File: config.mk
export PLATFORM = sky130hd
export DESIGN_NAME = eqr_regs
export DESIGN_NICKNAME = d
export VERILOG_FILES = /design/src/core/eqr_pkg.sv /design/src/core/eqr_regs.sv
export SDC_FILE = /design/constraint.sdc
export NUM_CORES = 1
export LEC_CHECK = 0
export BUFFER_PORTS_ARGS = -buffer_cell sky130_fd_sc_hd__clkbuf_2
export CORE_MARGIN = 4
export CORE_UTILIZATION = 25
export CTS_BUF_LIST = sky130_fd_sc_hd__clkbuf_8 sky130_fd_sc_hd__clkbuf_16
export DETAILED_ROUTE_END_ITERATION = 12
export PLACE_DENSITY = 0.51
export SLEW_MARGIN = 5
export SYNTH_ARGS = -nofsm -noshare
export SYNTH_HDL_FRONTEND = slang
export SYNTH_SLANG_ARGS = --single-unit
File: constraint.sdc
create_clock -name ref_clk -period 3.25 [get_ports ref_clk]
set_input_delay 0.4875 -clock ref_clk [delete_from_list [all_inputs] [get_ports ref_clk]]
set_output_delay 0.4875 -clock ref_clk [all_outputs]
set_load 0.05 [all_outputs]
File: src/core/eqr_pkg.sv
package eqr_pkg;

	////////////////////////////////////////////////////////////////////////
	// Direct register addresses on the 7-bit management port.
	localparam logic [6:0] DFE_CHAN_ADDR = 7'h18;
	localparam logic [6:0] DFE_CSR_ADDR = 7'h1A;
	localparam logic [6:0] DFE_OFS_ADDR = 7'h1B;
	localparam logic [6:0] DFE_DATA_ADDR = 7'h1C;
	localparam logic [6:0] AEQ_CHAN_ADDR = 7'h28;
	localparam logic [6:0] AEQ_CSR_ADDR = 7'h2A;
	localparam logic [6:0] AEQ_OFS_ADDR = 7'h2B;
	localparam logic [6:0] AEQ_DATA_ADDR = 7'h2C;

	// Control and status bit positions, shared by both register sets.
	localparam int CSR_ERR_BIT = 9;
	localparam int CSR_BUSY_BIT = 8;
	localparam int CSR_RD_BIT = 1;
	localparam int CSR_WR_BIT = 0;

	////////////////////////////////////////////////////////////////////////
	// Indirect feedback equalizer offsets and fields.
	localparam logic [5:0] DFE_CTRL_OFS = 6'h00;
	localparam logic [5:0] DFE_TAP1_OFS = 6'h01;
	localparam logic [5:0] DFE_TAP2_OFS = 6'h02;
	localparam logic [5:0] DFE_TAP3_OFS = 6'h03;
	localparam logic [5:0] DFE_TAP4_OFS = 6'h04;
	localparam logic [5:0] DFE_TAP5_OFS = 6'h05;
	localparam logic [5:0] DFE_TRIG_OFS = 6'h0B;
	localparam int CTRL_PWR_BIT = 1;
	localparam int CTRL_ADAPT_BIT = 0;
	localparam int TAP_SIGN_BIT = 3;
	localparam logic [2:0] TAP5_COEF_MAX = 3'h3;

	// Indirect linear equalizer offsets and fields.
	localparam logic [3:0] AEQ_MODE_OFS = 4'h0;
	localparam logic [3:0] AEQ_RESULT_OFS = 4'h1;
	localparam int AEQ_DONE_BIT = 8;
	localparam logic [1:0] AEQ_MODE_MANUAL = 2'h0;
	localparam logic [1:0] AEQ_MODE_ONCE = 2'h1;

	////////////////////////////////////////////////////////////////////////
	// Default sizes and timing counts in reference clock cycles.
	localparam int NUM_CH_DEF = 4;
	localparam int OP_CYCLES_DEF = 4;
	localparam int ADAPT_CYCLES_DEF = 50000;

	// Operation sequencer states.
	typedef enum logic [1:0] {
		OP_IDLE = 2'b00,
		OP_DFE = 2'b01,
		OP_AEQ = 2'b10
	} eqr_op_e;

endpackage

File: src/core/eqr_regs.sv
// How it works
// - Ten-bit feedback channel register; logical channel maps to a physical one.
// - Feedback status bit 9 flags an invalid channel or offset.
// - Feedback status bit 8 shows busy while an operation runs.
// - Writing status bit 1 starts a read, bit 0 starts a write.
// - Six-bit offset register selects the indirect feedback register.
// - Sixteen-bit data register holds write data or read result.
// - Offset 0 bit 1 clear powers equalizer down; set powers it up.
// - Offset 0 bit 0 set enables the adaptation engine.
// - Offset 1 holds the four-bit first tap coefficient, 0 to 15.
// - Offsets 2 to 4 hold sign in bit 3, coefficient 0 to 7.
// - Offset 5 holds sign and coefficient limited to 0 to 3.
// - Any write to offset 0xB powers up and enters triggered mode.
// - Reading offset 0xB bit 0 returns 1 while in triggered mode.
// - Clearing power bit at offset 0 leaves triggered mode.
// - When busy drops after a write, staged data is applied.
// - Writing 2 to offset 0 powers on with adaptation off.
// - Linear set has channel and status registers with same bit layout.
// - Linear set has four-bit offset and sixteen-bit data registers.
// - Linear error flag asserts on an invalid channel.
// - Linear mode 0 is manual, 1 is one adaptation; 2 and 3 reserved.
// - Done flag bit 8 asserts after adaptation, up to 50,000 cycles.
// - Read-only four-bit result reports the adapted setting.
`timescale 1ns/1ps
module eqr_regs #(
	parameter int NUM_CH = eqr_pkg::NUM_CH_DEF,
	parameter int OP_CYCLES = eqr_pkg::OP_CYCLES_DEF,
	parameter int ADAPT_CYCLES = eqr_pkg::ADAPT_CYCLES_DEF
) (
	input wire logic ref_clk, // Reconfiguration clock.
	input wire logic rst_n, // Asynchronous reset, active low.
	input wire logic [6:0] mgmt_address, // Word address.
	input wire logic mgmt_read, // Read strobe.
	input wire logic mgmt_write, // Write strobe.
	input wire logic [31:0] mgmt_writedata, // Write data.
	output logic [31:0] mgmt_readdata, // Read data, one cycle after strobe.
	input wire logic [NUM_CH-1:0][3:0] aeq_result_in, // Adapted setting.
	output logic [NUM_CH-1:0] dfe_power, // Feedback equalizer powered.
	output logic [NUM_CH-1:0] dfe_adapt_en, // Continuous adaptation on.
	output logic [NUM_CH-1:0] dfe_trig, // Triggered adaptation mode.
	output logic [NUM_CH-1:0][3:0] dfe_tap1, // First tap coefficient.
	output logic [NUM_CH-1:0][3:0][3:0] dfe_tap, // Taps 2..5 sign, coef.
	output logic [NUM_CH-1:0][1:0] aeq_mode, // Linear equalizer mode.
	output logic [NUM_CH-1:0] aeq_done // Linear adaptation finished.
);

	localparam int CHW = (NUM_CH > 1) ? $clog2(NUM_CH) : 1;
	localparam int OCW = $clog2(OP_CYCLES + 1);
	localparam int ACW = $clog2(ADAPT_CYCLES + 1);

	typedef struct packed {
		logic [9:0] dfe_chan;
		logic [5:0] dfe_ofs;
		logic [15:0] dfe_data;
		logic dfe_err;
		logic [9:0] aeq_chan;
		logic [3:0] aeq_ofs;
		logic [15:0] aeq_data;
		logic aeq_err;
		eqr_pkg::eqr_op_e op;
		logic op_wr;
		logic [OCW-1:0] op_cnt;
		logic [NUM_CH-1:0] pwr;
		logic [NUM_CH-1:0] adapt;
		logic [NUM_CH-1:0] trig;
		logic [NUM_CH-1:0][3:0] tap1;
		logic [NUM_CH-1:0][3:0][3:0] tap;
		logic [NUM_CH-1:0][1:0] mode;
		logic [NUM_CH-1:0] done;
		logic [NUM_CH-1:0][3:0] result;
		logic ad_run;
		logic [CHW-1:0] ad_ch;
		logic [ACW-1:0] ad_cnt;
		logic [31:0] rdata;
	} eqr_state_s;

	eqr_state_s st_reg;
	eqr_state_s st_next;

	////////////////////////////////////////////////////////////////////////
	// Logical channels map one to one onto physical lanes; a remap table
	// would slot in here without touching the sequencer.
	// channel translation
	function automatic logic [CHW-1:0] phys_of(input logic [9:0] ch);
		phys_of = ch[CHW-1:0];
	endfunction

	// A logical channel is valid only if a physical lane stands behind it.
	function automatic logic chan_ok(input logic [9:0] ch);
		chan_ok = (int'(ch) < NUM_CH);
	endfunction

	function automatic logic dfe_ofs_ok(input logic [5:0] o);
		dfe_ofs_ok = (o <= eqr_pkg::DFE_TAP5_OFS) ||
			(o == eqr_pkg::DFE_TRIG_OFS);
	endfunction

	// Status word layout, shared by both register sets.
	// same bit layout
	function automatic logic [31:0] csr_word(input logic busy, input logic err);
		csr_word = '0;
		csr_word[eqr_pkg::CSR_BUSY_BIT] = busy;
		csr_word[eqr_pkg::CSR_ERR_BIT] = err;
	endfunction

	function automatic logic in_map(input logic [6:0] a);
		case (a)
			eqr_pkg::DFE_CHAN_ADDR, eqr_pkg::DFE_CSR_ADDR,
			eqr_pkg::DFE_OFS_ADDR, eqr_pkg::DFE_DATA_ADDR,
			eqr_pkg::AEQ_CHAN_ADDR, eqr_pkg::AEQ_CSR_ADDR,
			eqr_pkg::AEQ_OFS_ADDR, eqr_pkg::AEQ_DATA_ADDR: in_map = 1'b1;
			default: in_map = 1'b0;
		endcase
	endfunction

	////////////////////////////////////////////////////////////////////////
	// Decoded commands and sequencer milestones.
	logic [CHW-1:0] dch;
	logic [CHW-1:0] ach;
	logic [1:0] ti;
	logic dfe_busy;
	logic aeq_busy;
	logic dfe_cmd;
	logic aeq_cmd;
	logic dfe_fin;
	logic aeq_fin;
	logic aeq_ok;

	assign dch = phys_of(st_reg.dfe_chan);
	assign ach = phys_of(st_reg.aeq_chan);
	assign ti = 2'(st_reg.dfe_ofs[1:0] - 2'h2);
	assign dfe_busy = (st_reg.op == eqr_pkg::OP_DFE);
	assign aeq_busy = (st_reg.op == eqr_pkg::OP_AEQ);

	// A command while either set is busy is dropped, so the host must poll.
	// one command at a time
	assign dfe_cmd = mgmt_write && (mgmt_address == eqr_pkg::DFE_CSR_ADDR) &&
		(mgmt_writedata[eqr_pkg::CSR_RD_BIT] ||
		mgmt_writedata[eqr_pkg::CSR_WR_BIT]) &&
		(st_reg.op == eqr_pkg::OP_IDLE);
	assign aeq_cmd = mgmt_write && (mgmt_address == eqr_pkg::AEQ_CSR_ADDR) &&
		(mgmt_writedata[eqr_pkg::CSR_RD_BIT] ||
		mgmt_writedata[eqr_pkg::CSR_WR_BIT]) &&
		(st_reg.op == eqr_pkg::OP_IDLE);
	assign dfe_fin = dfe_busy && (st_reg.op_cnt == OCW'(OP_CYCLES - 1));
	assign aeq_fin = aeq_busy && (st_reg.op_cnt == OCW'(OP_CYCLES - 1));

	// Reserved mode 2 and 3 are refused as errors rather than stored.
	// invalid channel
	assign aeq_ok = chan_ok(st_reg.aeq_chan) &&
		(st_reg.aeq_ofs <= eqr_pkg::AEQ_RESULT_OFS) &&
		!(mgmt_writedata[eqr_pkg::CSR_WR_BIT] &&
		(st_reg.aeq_ofs == eqr_pkg::AEQ_MODE_OFS) && st_reg.aeq_data[1]);

	////////////////////////////////////////////////////////////////////////
	// Next state: bus writes, commands, adaptation, commit, then bus reads.
	// Commit follows bus writes so the loaded read result wins a collision.
	always_comb
	begin
		st_next = st_reg;
		if (mgmt_write)
		begin
			case (mgmt_address)
				eqr_pkg::DFE_CHAN_ADDR: st_next.dfe_chan = mgmt_writedata[9:0];
				eqr_pkg::DFE_OFS_ADDR: st_next.dfe_ofs = mgmt_writedata[5:0];
				eqr_pkg::DFE_DATA_ADDR: st_next.dfe_data = mgmt_writedata[15:0];
				eqr_pkg::AEQ_CHAN_ADDR: st_next.aeq_chan = mgmt_writedata[9:0];
				eqr_pkg::AEQ_OFS_ADDR: st_next.aeq_ofs = mgmt_writedata[3:0];
				eqr_pkg::AEQ_DATA_ADDR: st_next.aeq_data = mgmt_writedata[15:0];
				default: ;
			endcase
		end

		if (dfe_cmd)
		begin
			if (chan_ok(st_reg.dfe_chan) && dfe_ofs_ok(st_reg.dfe_ofs))
			begin
				st_next.dfe_err = 1'b0;
				st_next.op = eqr_pkg::OP_DFE;
				st_next.op_wr = mgmt_writedata[eqr_pkg::CSR_WR_BIT];
				st_next.op_cnt = '0;
			end
			else
				st_next.dfe_err = 1'b1;
		end
		if (aeq_cmd)
		begin
			if (aeq_ok)
			begin
				st_next.aeq_err = 1'b0;
				st_next.op = eqr_pkg::OP_AEQ;
				st_next.op_wr = mgmt_writedata[eqr_pkg::CSR_WR_BIT];
				st_next.op_cnt = '0;
			end
			else
				st_next.aeq_err = 1'b1;
		end

		// One shared engine adapts one lane; it always ends after ADAPT_CYCLES
		// cycles unless a later mode write restarts or stops it, then sets done.
		// completion flag
		if (st_reg.ad_run)
		begin
			if (st_reg.ad_cnt == ACW'(ADAPT_CYCLES - 1))
			begin
				st_next.ad_run = 1'b0;
				st_next.done[st_reg.ad_ch] = 1'b1;
				st_next.result[st_reg.ad_ch] = aeq_result_in[st_reg.ad_ch];
			end
			else
				st_next.ad_cnt = st_reg.ad_cnt + 1'b1;
		end

		// Busy counts up to a fixed operation length.
		// busy while running
		case (st_reg.op)
			eqr_pkg::OP_DFE, eqr_pkg::OP_AEQ:
			begin
				if (dfe_fin || aeq_fin)
					st_next.op = eqr_pkg::OP_IDLE;
				else
					st_next.op_cnt = st_reg.op_cnt + 1'b1;
			end
			eqr_pkg::OP_IDLE: ;
			default: st_next.op = eqr_pkg::OP_IDLE;
		endcase

		if (dfe_fin && st_reg.op_wr)
		begin
			case (st_reg.dfe_ofs)
				eqr_pkg::DFE_CTRL_OFS:
				begin
					st_next.pwr[dch] = st_reg.dfe_data[eqr_pkg::CTRL_PWR_BIT];
					st_next.adapt[dch] = st_reg.dfe_data[eqr_pkg::CTRL_ADAPT_BIT];
					if (!st_reg.dfe_data[eqr_pkg::CTRL_PWR_BIT])
						st_next.trig[dch] = 1'b0;
				end
				eqr_pkg::DFE_TAP1_OFS: st_next.tap1[dch] = st_reg.dfe_data[3:0];
				eqr_pkg::DFE_TAP2_OFS, eqr_pkg::DFE_TAP3_OFS,
				eqr_pkg::DFE_TAP4_OFS: st_next.tap[dch][ti] = st_reg.dfe_data[3:0];
				eqr_pkg::DFE_TAP5_OFS:
				begin
					st_next.tap[dch][ti] = {st_reg.dfe_data[eqr_pkg::TAP_SIGN_BIT],
						(st_reg.dfe_data[2:0] > eqr_pkg::TAP5_COEF_MAX) ?
						eqr_pkg::TAP5_COEF_MAX : st_reg.dfe_data[2:0]};
				end
				eqr_pkg::DFE_TRIG_OFS:
				begin
					st_next.pwr[dch] = 1'b1;
					st_next.trig[dch] = 1'b1;
				end
				default: ;
			endcase
		end

		if (dfe_fin && !st_reg.op_wr)
		begin
			st_next.dfe_data = '0;
			case (st_reg.dfe_ofs)
				eqr_pkg::DFE_CTRL_OFS:
				begin
					st_next.dfe_data[eqr_pkg::CTRL_PWR_BIT] = st_reg.pwr[dch];
					st_next.dfe_data[eqr_pkg::CTRL_ADAPT_BIT] = st_reg.adapt[dch];
				end
				eqr_pkg::DFE_TAP1_OFS: st_next.dfe_data[3:0] = st_reg.tap1[dch];
				eqr_pkg::DFE_TAP2_OFS, eqr_pkg::DFE_TAP3_OFS,
				eqr_pkg::DFE_TAP4_OFS,
				eqr_pkg::DFE_TAP5_OFS: st_next.dfe_data[3:0] = st_reg.tap[dch][ti];
				eqr_pkg::DFE_TRIG_OFS: st_next.dfe_data[0] = st_reg.trig[dch];
				default: ;
			endcase
		end

		if (aeq_fin && st_reg.op_wr && (st_reg.aeq_ofs == eqr_pkg::AEQ_MODE_OFS))
		begin
			st_next.mode[ach] = st_reg.aeq_data[1:0];
			// A lane whose adaptation ends in this cycle keeps its done flag.
			if (!(st_reg.ad_run && (st_reg.ad_ch == ach) &&
				(st_reg.ad_cnt == ACW'(ADAPT_CYCLES - 1))))
				st_next.done[ach] = 1'b0;
			if (st_reg.aeq_data[1:0] == eqr_pkg::AEQ_MODE_ONCE)
			begin
				st_next.ad_run = 1'b1;
				st_next.ad_ch = ach;
				st_next.ad_cnt = '0;
			end
			else if (st_reg.ad_run && (st_reg.ad_ch == ach))
				st_next.ad_run = 1'b0;
		end
		if (aeq_fin && !st_reg.op_wr)
		begin
			st_next.aeq_data = '0;
			if (st_reg.aeq_ofs == eqr_pkg::AEQ_MODE_OFS)
			begin
				st_next.aeq_data[1:0] = st_reg.mode[ach];
				st_next.aeq_data[eqr_pkg::AEQ_DONE_BIT] = st_reg.done[ach];
			end
			else
				st_next.aeq_data[3:0] = st_reg.result[ach];
		end

		// Read data is registered; unmapped words and reserved bits are 0.
		// reserved reads zero
		if (mgmt_read)
		begin
			st_next.rdata = '0;
			case (mgmt_address)
				eqr_pkg::DFE_CHAN_ADDR: st_next.rdata[9:0] = st_reg.dfe_chan;
				eqr_pkg::DFE_CSR_ADDR: st_next.rdata = csr_word(dfe_busy, st_reg.dfe_err);
				eqr_pkg::DFE_OFS_ADDR: st_next.rdata[5:0] = st_reg.dfe_ofs;
				eqr_pkg::DFE_DATA_ADDR: st_next.rdata[15:0] = st_reg.dfe_data;
				eqr_pkg::AEQ_CHAN_ADDR: st_next.rdata[9:0] = st_reg.aeq_chan;
				eqr_pkg::AEQ_CSR_ADDR: st_next.rdata = csr_word(aeq_busy, st_reg.aeq_err);
				eqr_pkg::AEQ_OFS_ADDR: st_next.rdata[3:0] = st_reg.aeq_ofs;
				eqr_pkg::AEQ_DATA_ADDR: st_next.rdata[15:0] = st_reg.aeq_data;
				default: ;
			endcase
		end
	end

	////////////////////////////////////////////////////////////////////////
	// State register; reset must stay low until the lane clock settles.
	// held in reset
	always_ff @(posedge ref_clk or negedge rst_n)
	begin
		if (!rst_n)
			st_reg <= '0;
		else
			st_reg <= st_next;
	end

	// Every output is a state flip-flop.
	assign mgmt_readdata = st_reg.rdata;
	assign dfe_power = st_reg.pwr;
	assign dfe_adapt_en = st_reg.adapt;
	assign dfe_trig = st_reg.trig;
	assign dfe_tap1 = st_reg.tap1;
	assign dfe_tap = st_reg.tap;
	assign aeq_mode = st_reg.mode;
	assign aeq_done = st_reg.done;

	localparam int OPW = OP_CYCLES;
endmodule

==> key figures, run 1 <==
Outcome
  – Status: finished clean

Clock tree
  – Post CTS Setup Buffer Count: 0
  – CTS H-tree depth: 1
  – Worst-path clk slew: 0.06 ns
  – Clock sink total: 225
  – Skew-Pair Late Insertion Delay: 0.57 ns
  – CTS resizes: 0
  – Cts bufs inserted: 27
  – CTS root buffer: clkbuf_16
  – CTS Hold Bufs: 1
  – CTS Buffer Depth: 3
  – TritonCTS clock tree: yes

Yosys
  – Synth top area share: 0.482
  – Ys async rst share: 1.00
  – Cells after Synth: 1082
  – Ys flop type: dfrtp_1
  – Synth area leader: dfrtp_1
  – Top cells by area, synth: dfrtp_1 48%, buf_4 8.7%, mux2_2 8.2%
  – Ys Warns: 0
  – EDFF count, synth: 0
  – Mapped Area: around 12000 um^2
  – FF+latch count, synth: 225
  – Distinct cells, synth: 62
  – Register area share after synthesis: 0.482
  – Syn avg cell area: 10.8 um^2

Final layout
  – Nets: 1200
  – Post-layout instance area: between 10000 and 15000 um^2
  – Share of layout cells above drive strength 1: 0.315
  – Number of standard cells in the final layout excluding fillers: 1751
  – Most common library cell in the layout ignoring fill and taps: dfrtp_1
  – Max FFs per register: 101
  – Commonest non-fill, non-tap cells in the layout: 224 x dfrtp_1, 161 x clkbuf_2, 105 x nand2_1
  – Post-layout util: 0.289
  – ANT cells: 0
  – Syn-to-layout area delta: 13.3%

Floorplan
  – Die W: 224 um
  – DIE HEIGHT: 224 um
  – Die ar.: 50300 um^2
  – Boundary Pins: 195
  – Initial core utilization: 0.255
  – Cell row count: between 70 and 80
  – Core ar.: ~46000 um^2

Worst hold path
  – Hold WC Path Type: input port to flop

Timing
  – Setup-failing EPs final: 0
  – Max Fclk: 394 MHz
  – Minimum clock period: 2.54 ns
  – Fin. max-slew vios: 0
  – Slew margin rel.: 0.423
  – Fin. Hold Viols: 0
  – Setup TNS: 0 ns
  – Final Cycle Share: 0.780
  – Unrepaired setup endpoints after global routing: no
  – Clk_skew: roughly 0.029 ns
  – Worst Tran Pin Value: 0.865 ns

Placed design
  – Dpl cells: approximately 1700
  – Dpl hpwl: between 20000 and 25000 um
  – Area after DPL: 12400 um^2
  – IO Port Bufs: 162
  – GP Congestion: slightly above 0.8

Global routing
  – Total Routing Usage GR: 0.126
  – Met2 GRT Util: 0.203
  – Global-route wire length before repair: about 51000 um
  – Largest net degree at the start of global routing: 70
  – GRT overflow: 0
  – GRT Max-Usage Layer: met2
  – GRT met1 Usage: 0.180
  – Initial antenna violation count: 1
  – GRT met3 Usage: 0.0236
  – Number of global-route vias before repair: 8323

Worst setup path
  – Crit. End Element: flop
  – Crit Path Class: flop to flop
  – CP arrival: about 3.0 ns
  – Req. time, crit path: 3.66 ns
  – Crit Path Max Fanout: 9
  – Startpoint Class: flop
  – Flop2flop setup slack: roughly 0.7 ns

Run
  – Max Cap Violations: 0

Power and ir drop
  – P_leak: 0.00610 uW
  – P per Cell Area: 524 nW/um^2
  – Worst vdd ir: between 0.2 and 0.3 mV

Routing
  – DRT Wirelength: 32800 um
  – Drt wl/cell: roughly 19 um
  – Vias per inst: 4.71
  – Post-route DRC violation count: 0
  – Routed Antenna Nets: 0
  – Vias: 8251
  – First-pass DRT Iterations: 5
  – DRT iter0 DRCs: around 540
[report_power, final]
| group | internal (uW) | switching, uW | total (uW) |
|---|---|---|---|
| Clock | 1740 | 1230 | 2970 |
| Combinational | 285 | 533 | 818 |
| Sequential | 2950 | 214 | 3160 |
[synthesized netlist by cell type (all sizes together) (7+ instances only)]
| cell type | count |
|---|---|
| a21oi | 39 |
| a22o | 40 |
| a22oi | 26 |
| and2 | 12 |
| buf | 148 |
| clkbuf | 40 |
| dfrtp | 225 |
| ha | 7 |
| inv | 15 |
| mux2 | 85 |
| mux2i | 19 |
| mux4 | 27 |
| nand2 | 105 |
| nand3 | 36 |
| nor2 | 54 |
| nor2b | 19 |
| nor3 | 8 |
| nor3b | 7 |
| nor4 | 12 |
| o21ai | 75 |
| o22ai | 8 |
| xnor2 | 11 |
[through the flow]
step	total power [uW]	setup slack, ns	hold WS, ns
5_1_grt	7260	0.624	0.136
2_1_floorplan	3670	0.848	0.192
3_3_place_gp	4020	0.511	0.456
6_report	6950	0.714	0.155
3_5_place_dp	4040	0.494	0.471
4_1_cts	7050	0.695	0.125
[worst paths after layout]
path	from	end	cells past startpoint
max	st_reg[39]	st_reg[51]	5
min	mgmt_writedata[14]	st_reg[223]	2
max reg2reg	st_reg[39]	st_reg[51]	5
min reg2reg	st_reg[53]	st_reg[53]	2
max in group asynchronous	rst_n	dfe_tap[34]	3
min in group asynchronous	rst_n	st_reg[64]	2
[worst max-delay path, stage by stage, from the launching register on]
cell     delay, ns
dfrtp_1       0.42
or4b_4        0.54
or4_1         0.63
or4b_4        0.63
nand2_1       0.13
o21ai_2       0.06
[final cells by class]
| class | instances | area (um^2) |
|---|---|---|
| Tap cell | 600 | 751 |
| Multi-Input combinational cell | 669 | 4840 |
| Sequential cell | 225 | 5630 |
| Clock inverter | 16 | 150 |
| Timing Repair Buffer | 196 | 1100 |
| Inverter | 15 | 56.3 |
| Clock buffer | 30 | 717 |
| Fill cell | 4757 | 32500 |
[metal layers]
layer | part of all wire | up-vias | wire, um
li1 | - | 3827 | -
met1 | 0.47 | 4154 | 15300
met4 | 0.017 | 2 | 549
met3 | 0.051 | 48 | 1670
met5 | 0.00040 | - | 13
met2 | 0.46 | 220 | 15300
[cell families (layout without fill, tap and decap cells)]
family                   Yosys count  in the layout  share of synthesized area
flip-flops                       225            225                      0.482
AND/OR/NAND/NOR                  289            289                      0.122
AO/OA/AOI/OAI                    212            212                      0.118
adder cells (fa/ha/maj)            7              7                    0.00749
buffers and inverters            203            257                      0.110
other                              1             16                   0.000321
multiplexers                     131            131                      0.150
XOR/XNOR                          14             14                     0.0105
Power figures use the tool's default switching activity.
==> inputs of run 2 (changes only) <==
--- a/config.mk
+++ b/config.mk
@@ -5,12 +5,13 @@
 export SDC_FILE = /design/constraint.sdc
 export NUM_CORES = 1
 export LEC_CHECK = 0
+export ABC_AREA = 1
 export BUFFER_PORTS_ARGS = -buffer_cell sky130_fd_sc_hd__clkbuf_2
 export CORE_MARGIN = 4
 export CORE_UTILIZATION = 25
 export CTS_BUF_LIST = sky130_fd_sc_hd__clkbuf_8 sky130_fd_sc_hd__clkbuf_16
 export DETAILED_ROUTE_END_ITERATION = 12
-export PLACE_DENSITY = 0.51
+export PLACE_DENSITY = 0.52
 export SLEW_MARGIN = 5
 export SYNTH_ARGS = -nofsm -noshare
 export SYNTH_HDL_FRONTEND = slang
==> constraint.sdc (replaced) <==
create_clock -name ref_clk -period 2.2 [get_ports ref_clk]
set_input_delay 0.33 -clock ref_clk [delete_from_list [all_inputs] [get_ports ref_clk]]
set_output_delay 0.33 -clock ref_clk [all_outputs]
set_load 0.05 [all_outputs]
==> run 2 against run 1 <==
Against the previous run:
- combinational power up 17%
- total power up 41%
- utilization about the same
- area after synthesis up 5.4%
- worst hold slack worse by 0.11 ns
- fmax up 25%
- synthesized cell count up 48%
- largest power group is now clock
==> key figures, run 2 <==
Timing
  – Minimum clock period: 2.03 ns (was 2.54 ns)
  – Unrepaired setup endpoints after global routing: no (unchanged)
  – Setup-failing EPs final: 0 (unchanged)
  – Fin. Hold Viols: 0 (unchanged)
  – Final Cycle Share: 0.925 (was 0.780)
  – Worst hold slack: 0.0436 ns (was 0.155 ns)
  – Worst setup margin: 0.165 ns (was 0.714 ns)
  – Clk_skew: 0.00909 ns (was 0.0286 ns)
  – Max Fclk: 491 MHz (was 394 MHz)
  – Setup TNS: 0 ns (unchanged)
  – Worst Tran Pin Value: 1.04 ns (was 0.865 ns)
  – Slew margin rel.: 0.305 (was 0.423)
  – Fin. max-slew vios: 0 (unchanged)

Clock tree
  – CTS Buffer Depth: 3 (unchanged)
  – Cts bufs inserted: 27 (unchanged)
  – Clock sink total: 225 (unchanged)
  – CTS root buffer: clkbuf_16 (unchanged)
  – TritonCTS clock tree: yes (unchanged)
  – Skew-Pair Late Insertion Delay: 0.55 ns (was 0.57 ns)
  – CTS H-tree depth: 1 (unchanged)
  – Worst-path clk slew: 0.06 ns (about the same)
  – Post CTS Setup Buffer Count: 0 (unchanged)

Yosys
  – Ys async rst share: 1.00 (unchanged)
  – EDFF count, synth: 0 (unchanged)
  – Most frequent cells after synthesis: 485 x nand2_1, 225 x dfrtp_1, 160 x inv_1, 155 x nor2_1, 138 x buf_4 (was 225 x dfrtp_1, 136 x buf_4, 105 x nand2_1, 85 x mux2_2, 71 x o21ai_0)
  – Distinct cells, synth: 44 (was 62)
  – Register area share after synthesis: 0.457 (was 0.482)
  – Syn avg cell area: 7.68 um^2 (was 10.8 um^2)
  – Ys flop type: dfrtp_1 (unchanged)
  – Top cells by area, synth: dfrtp_1 46%, nand2_1 15%, buf_4 8.4% (was dfrtp_1 48%, buf_4 8.7%, mux2_2 8.2%)
  – Cells after Synth: 1605 (was 1082)
  – Synth area leader: dfrtp_1 (unchanged)
  – Ys Warns: 0 (unchanged)
  – Mapped Area: 12300 um^2 (was 11700 um^2)
  – Most frequent cell after synthesis: nand2_1 (was dfrtp_1)
  – FF+latch count, synth: 225 (unchanged)
  – Synth top area share: 0.457 (was 0.482)

Routing
  – Drt wl/cell: 15.8 um (was 18.7 um)
  – DRT Wirelength: 37300 um (was 32800 um)
  – Vias: 10417 (was 8251)
  – Vias per inst: 4.40 (was 4.71)
  – DRT iter0 DRCs: 657 (was 539)
  – First-pass DRT Iterations: 5 (unchanged)
  – Post-route DRC violation count: 0 (unchanged)
  – Routed Antenna Nets: 0 (unchanged)

Final layout
  – Post-layout util: 0.290 (was 0.289)
  – Commonest non-fill, non-tap cells in the layout: 485 x nand2_1, 225 x dfrtp_1, 165 x inv_1 (was 224 x dfrtp_1, 161 x clkbuf_2, 105 x nand2_1)
  – Max FFs per register: 101 (unchanged)
  – Syn-to-layout area delta: 14.8% (was 13.3%)
  – # fillers: 5309 (was 4757)
  – Share of layout cells above drive strength 1: 0.177 (was 0.315)
  – Most common library cell in the layout ignoring fill and taps: nand2_1 (was dfrtp_1)
  – Nets: 1752 (was 1200)

Global routing
  – Number of global-route vias before repair: 10286 (was 8323)
  – Total Routing Usage GR: 0.140 (was 0.126)
  – Largest net degree at the start of global routing: 66 (was 70)
  – GRT overflow: 0 (unchanged)
  – Initial antenna violation count: 3 (was 1)
  – Global-route wire length before repair: 59900 um (was 50600 um)

Placed design
  – Dpl hpwl: 28400 um (was 24200 um)
  – GP Congestion: 0.855 (was 0.819)
  – IO Port Bufs: 162 (unchanged)
  – Place WS: 0.143 ns (was 0.494 ns)

Worst setup path
  – Startpoint Class: flop (unchanged)
  – Reg-to-reg startpoint: st_reg[176] (was st_reg[39])
  – Crit Path Class: flop to flop (unchanged)
  – Reg2reg path depth: 8 (was 5)
  – CP arrival: 2.46 ns (was 2.95 ns)
  – Critical path origin: st_reg[176] (was st_reg[39])
  – Flop2flop setup slack: 0.17 ns (was 0.71 ns)
  – Worst flop-to-flop path endpoint: st_reg[223] (was st_reg[51])
  – Crit. End Element: flop (unchanged)
  – Crit Path Max Fanout: 12 (was 9)
  – Req. time, crit path: 2.63 ns (was 3.66 ns)

Worst hold path
  – Hold depth: 3 (was 2)
  – Min-delay src: mgmt_writedata[4] (was mgmt_writedata[14])
  – Hold WC Path Type: input port to flop (unchanged)
  – WHS Endpoint: st_reg[229] (was st_reg[223])

Power and ir drop
  – Worst vdd ir: 0.504 mV (was 0.253 mV)
  – P per Cell Area: 693 nW/um^2 (was 524 nW/um^2)
  – P_leak: 0.00722 uW (was 0.00610 uW)
  – Final Power: 9800 uW (was 6950 uW)

Floorplan
  – Die ar.: 52900 um^2 (was 50300 um^2)
  – Cell row count: 81 (was 78)
  – Initial core utilization: 0.252 (was 0.255)
  – DIE HEIGHT: 230 um (was 224 um)
  – Die W: 230 um (was 224 um)
  – Core ar.: 48800 um^2 (was 45800 um^2)
  – Boundary Pins: 195 (unchanged)

Outcome
  – Status: finished clean (unchanged)

Run
  – Max Cap Violations: 0 (unchanged)
==> run 2: power by group <==
part	leakage, uW	switching (uW)	internal [uW]
logic	0.00376	710	245
clock network	0.000459	1840	2640
registers	0.00300	104	4270
==> run 2: cell type report <==
cell class / count / area [um^2] / area share
sequential: 225 / 5630 / 0.398
multi-input combinational: 1056 / 4940 / 0.349
timing repair buffer: 208 / 1220 / 0.0863
tap: 664 / 831 / 0.0587
clock buffer: 32 / 744 / 0.0526
inverter: 168 / 632 / 0.0447
clock inverter: 16 / 144 / 0.0102
antenna: 1 / 2.50 / 0.000177
==> run 2: how the worst max path moves through the flow <==
stage | to | slack [ns] | depth (start not counted)
6_report | st_reg[223] | 0.17 | 8
2_1_floorplan | st_reg[181] | 0.53 | 9
3_3_place_gp | st_reg[222] | 0.15 | 8
4_1_cts | dfe_tap[48] | 0.13 | 6
3_5_place_dp | dfe_tap[32] | 0.14 | 6
5_1_grt | dfe_tap[40] | 0.01 | 6
==> run 2: layer usage <==
metal	global-route usage	share of wire	wire length, um
met1	0.192	0.46	17100
met2	0.226	0.46	17000
met3	0.0284	0.062	2330
met4	0.0346	0.022	806
met5	0	0.00056	21
==> run 2: logic make-up after synthesis <==
family          share of synthesized area
simple gates                        0.265
xor+xnor                          0.00569
fa+ha+maj                         0.00711
flops                               0.457
compound gates                      0.118
buf+inv                             0.147
other cells                      0.000304
==> run 2: metrics by stage <==
step / cells / cell area, um^2
3_3_place_gp: 2319 / 13200
4_1_cts: 2369 / 14100
6_report: 2370 / 14100
2_1_floorplan: 1620 / 12400
3_5_place_dp: 2319 / 13200
5_1_grt: 2369 / 14100
==> run 2: timing repair <==
action / 4_1_cts / 5_1_grt
endpoints found under the hold margin: 58 / 0
resized for setup: 0 / 1
endpoints found under the setup margin: 0 / 2
hold buffers: 2 / 0
==> run 2: worst max-delay path, cell delays in order (launching register included) <==
cell	delay, ns
dfrtp_1	0.41
inv_1	0.09
ha_1	0.20
nand2_1	0.09
nor2_1	0.18
clkinv_1	0.28
nand3_1	0.29
buf_4	0.26
o22ai_1	0.10
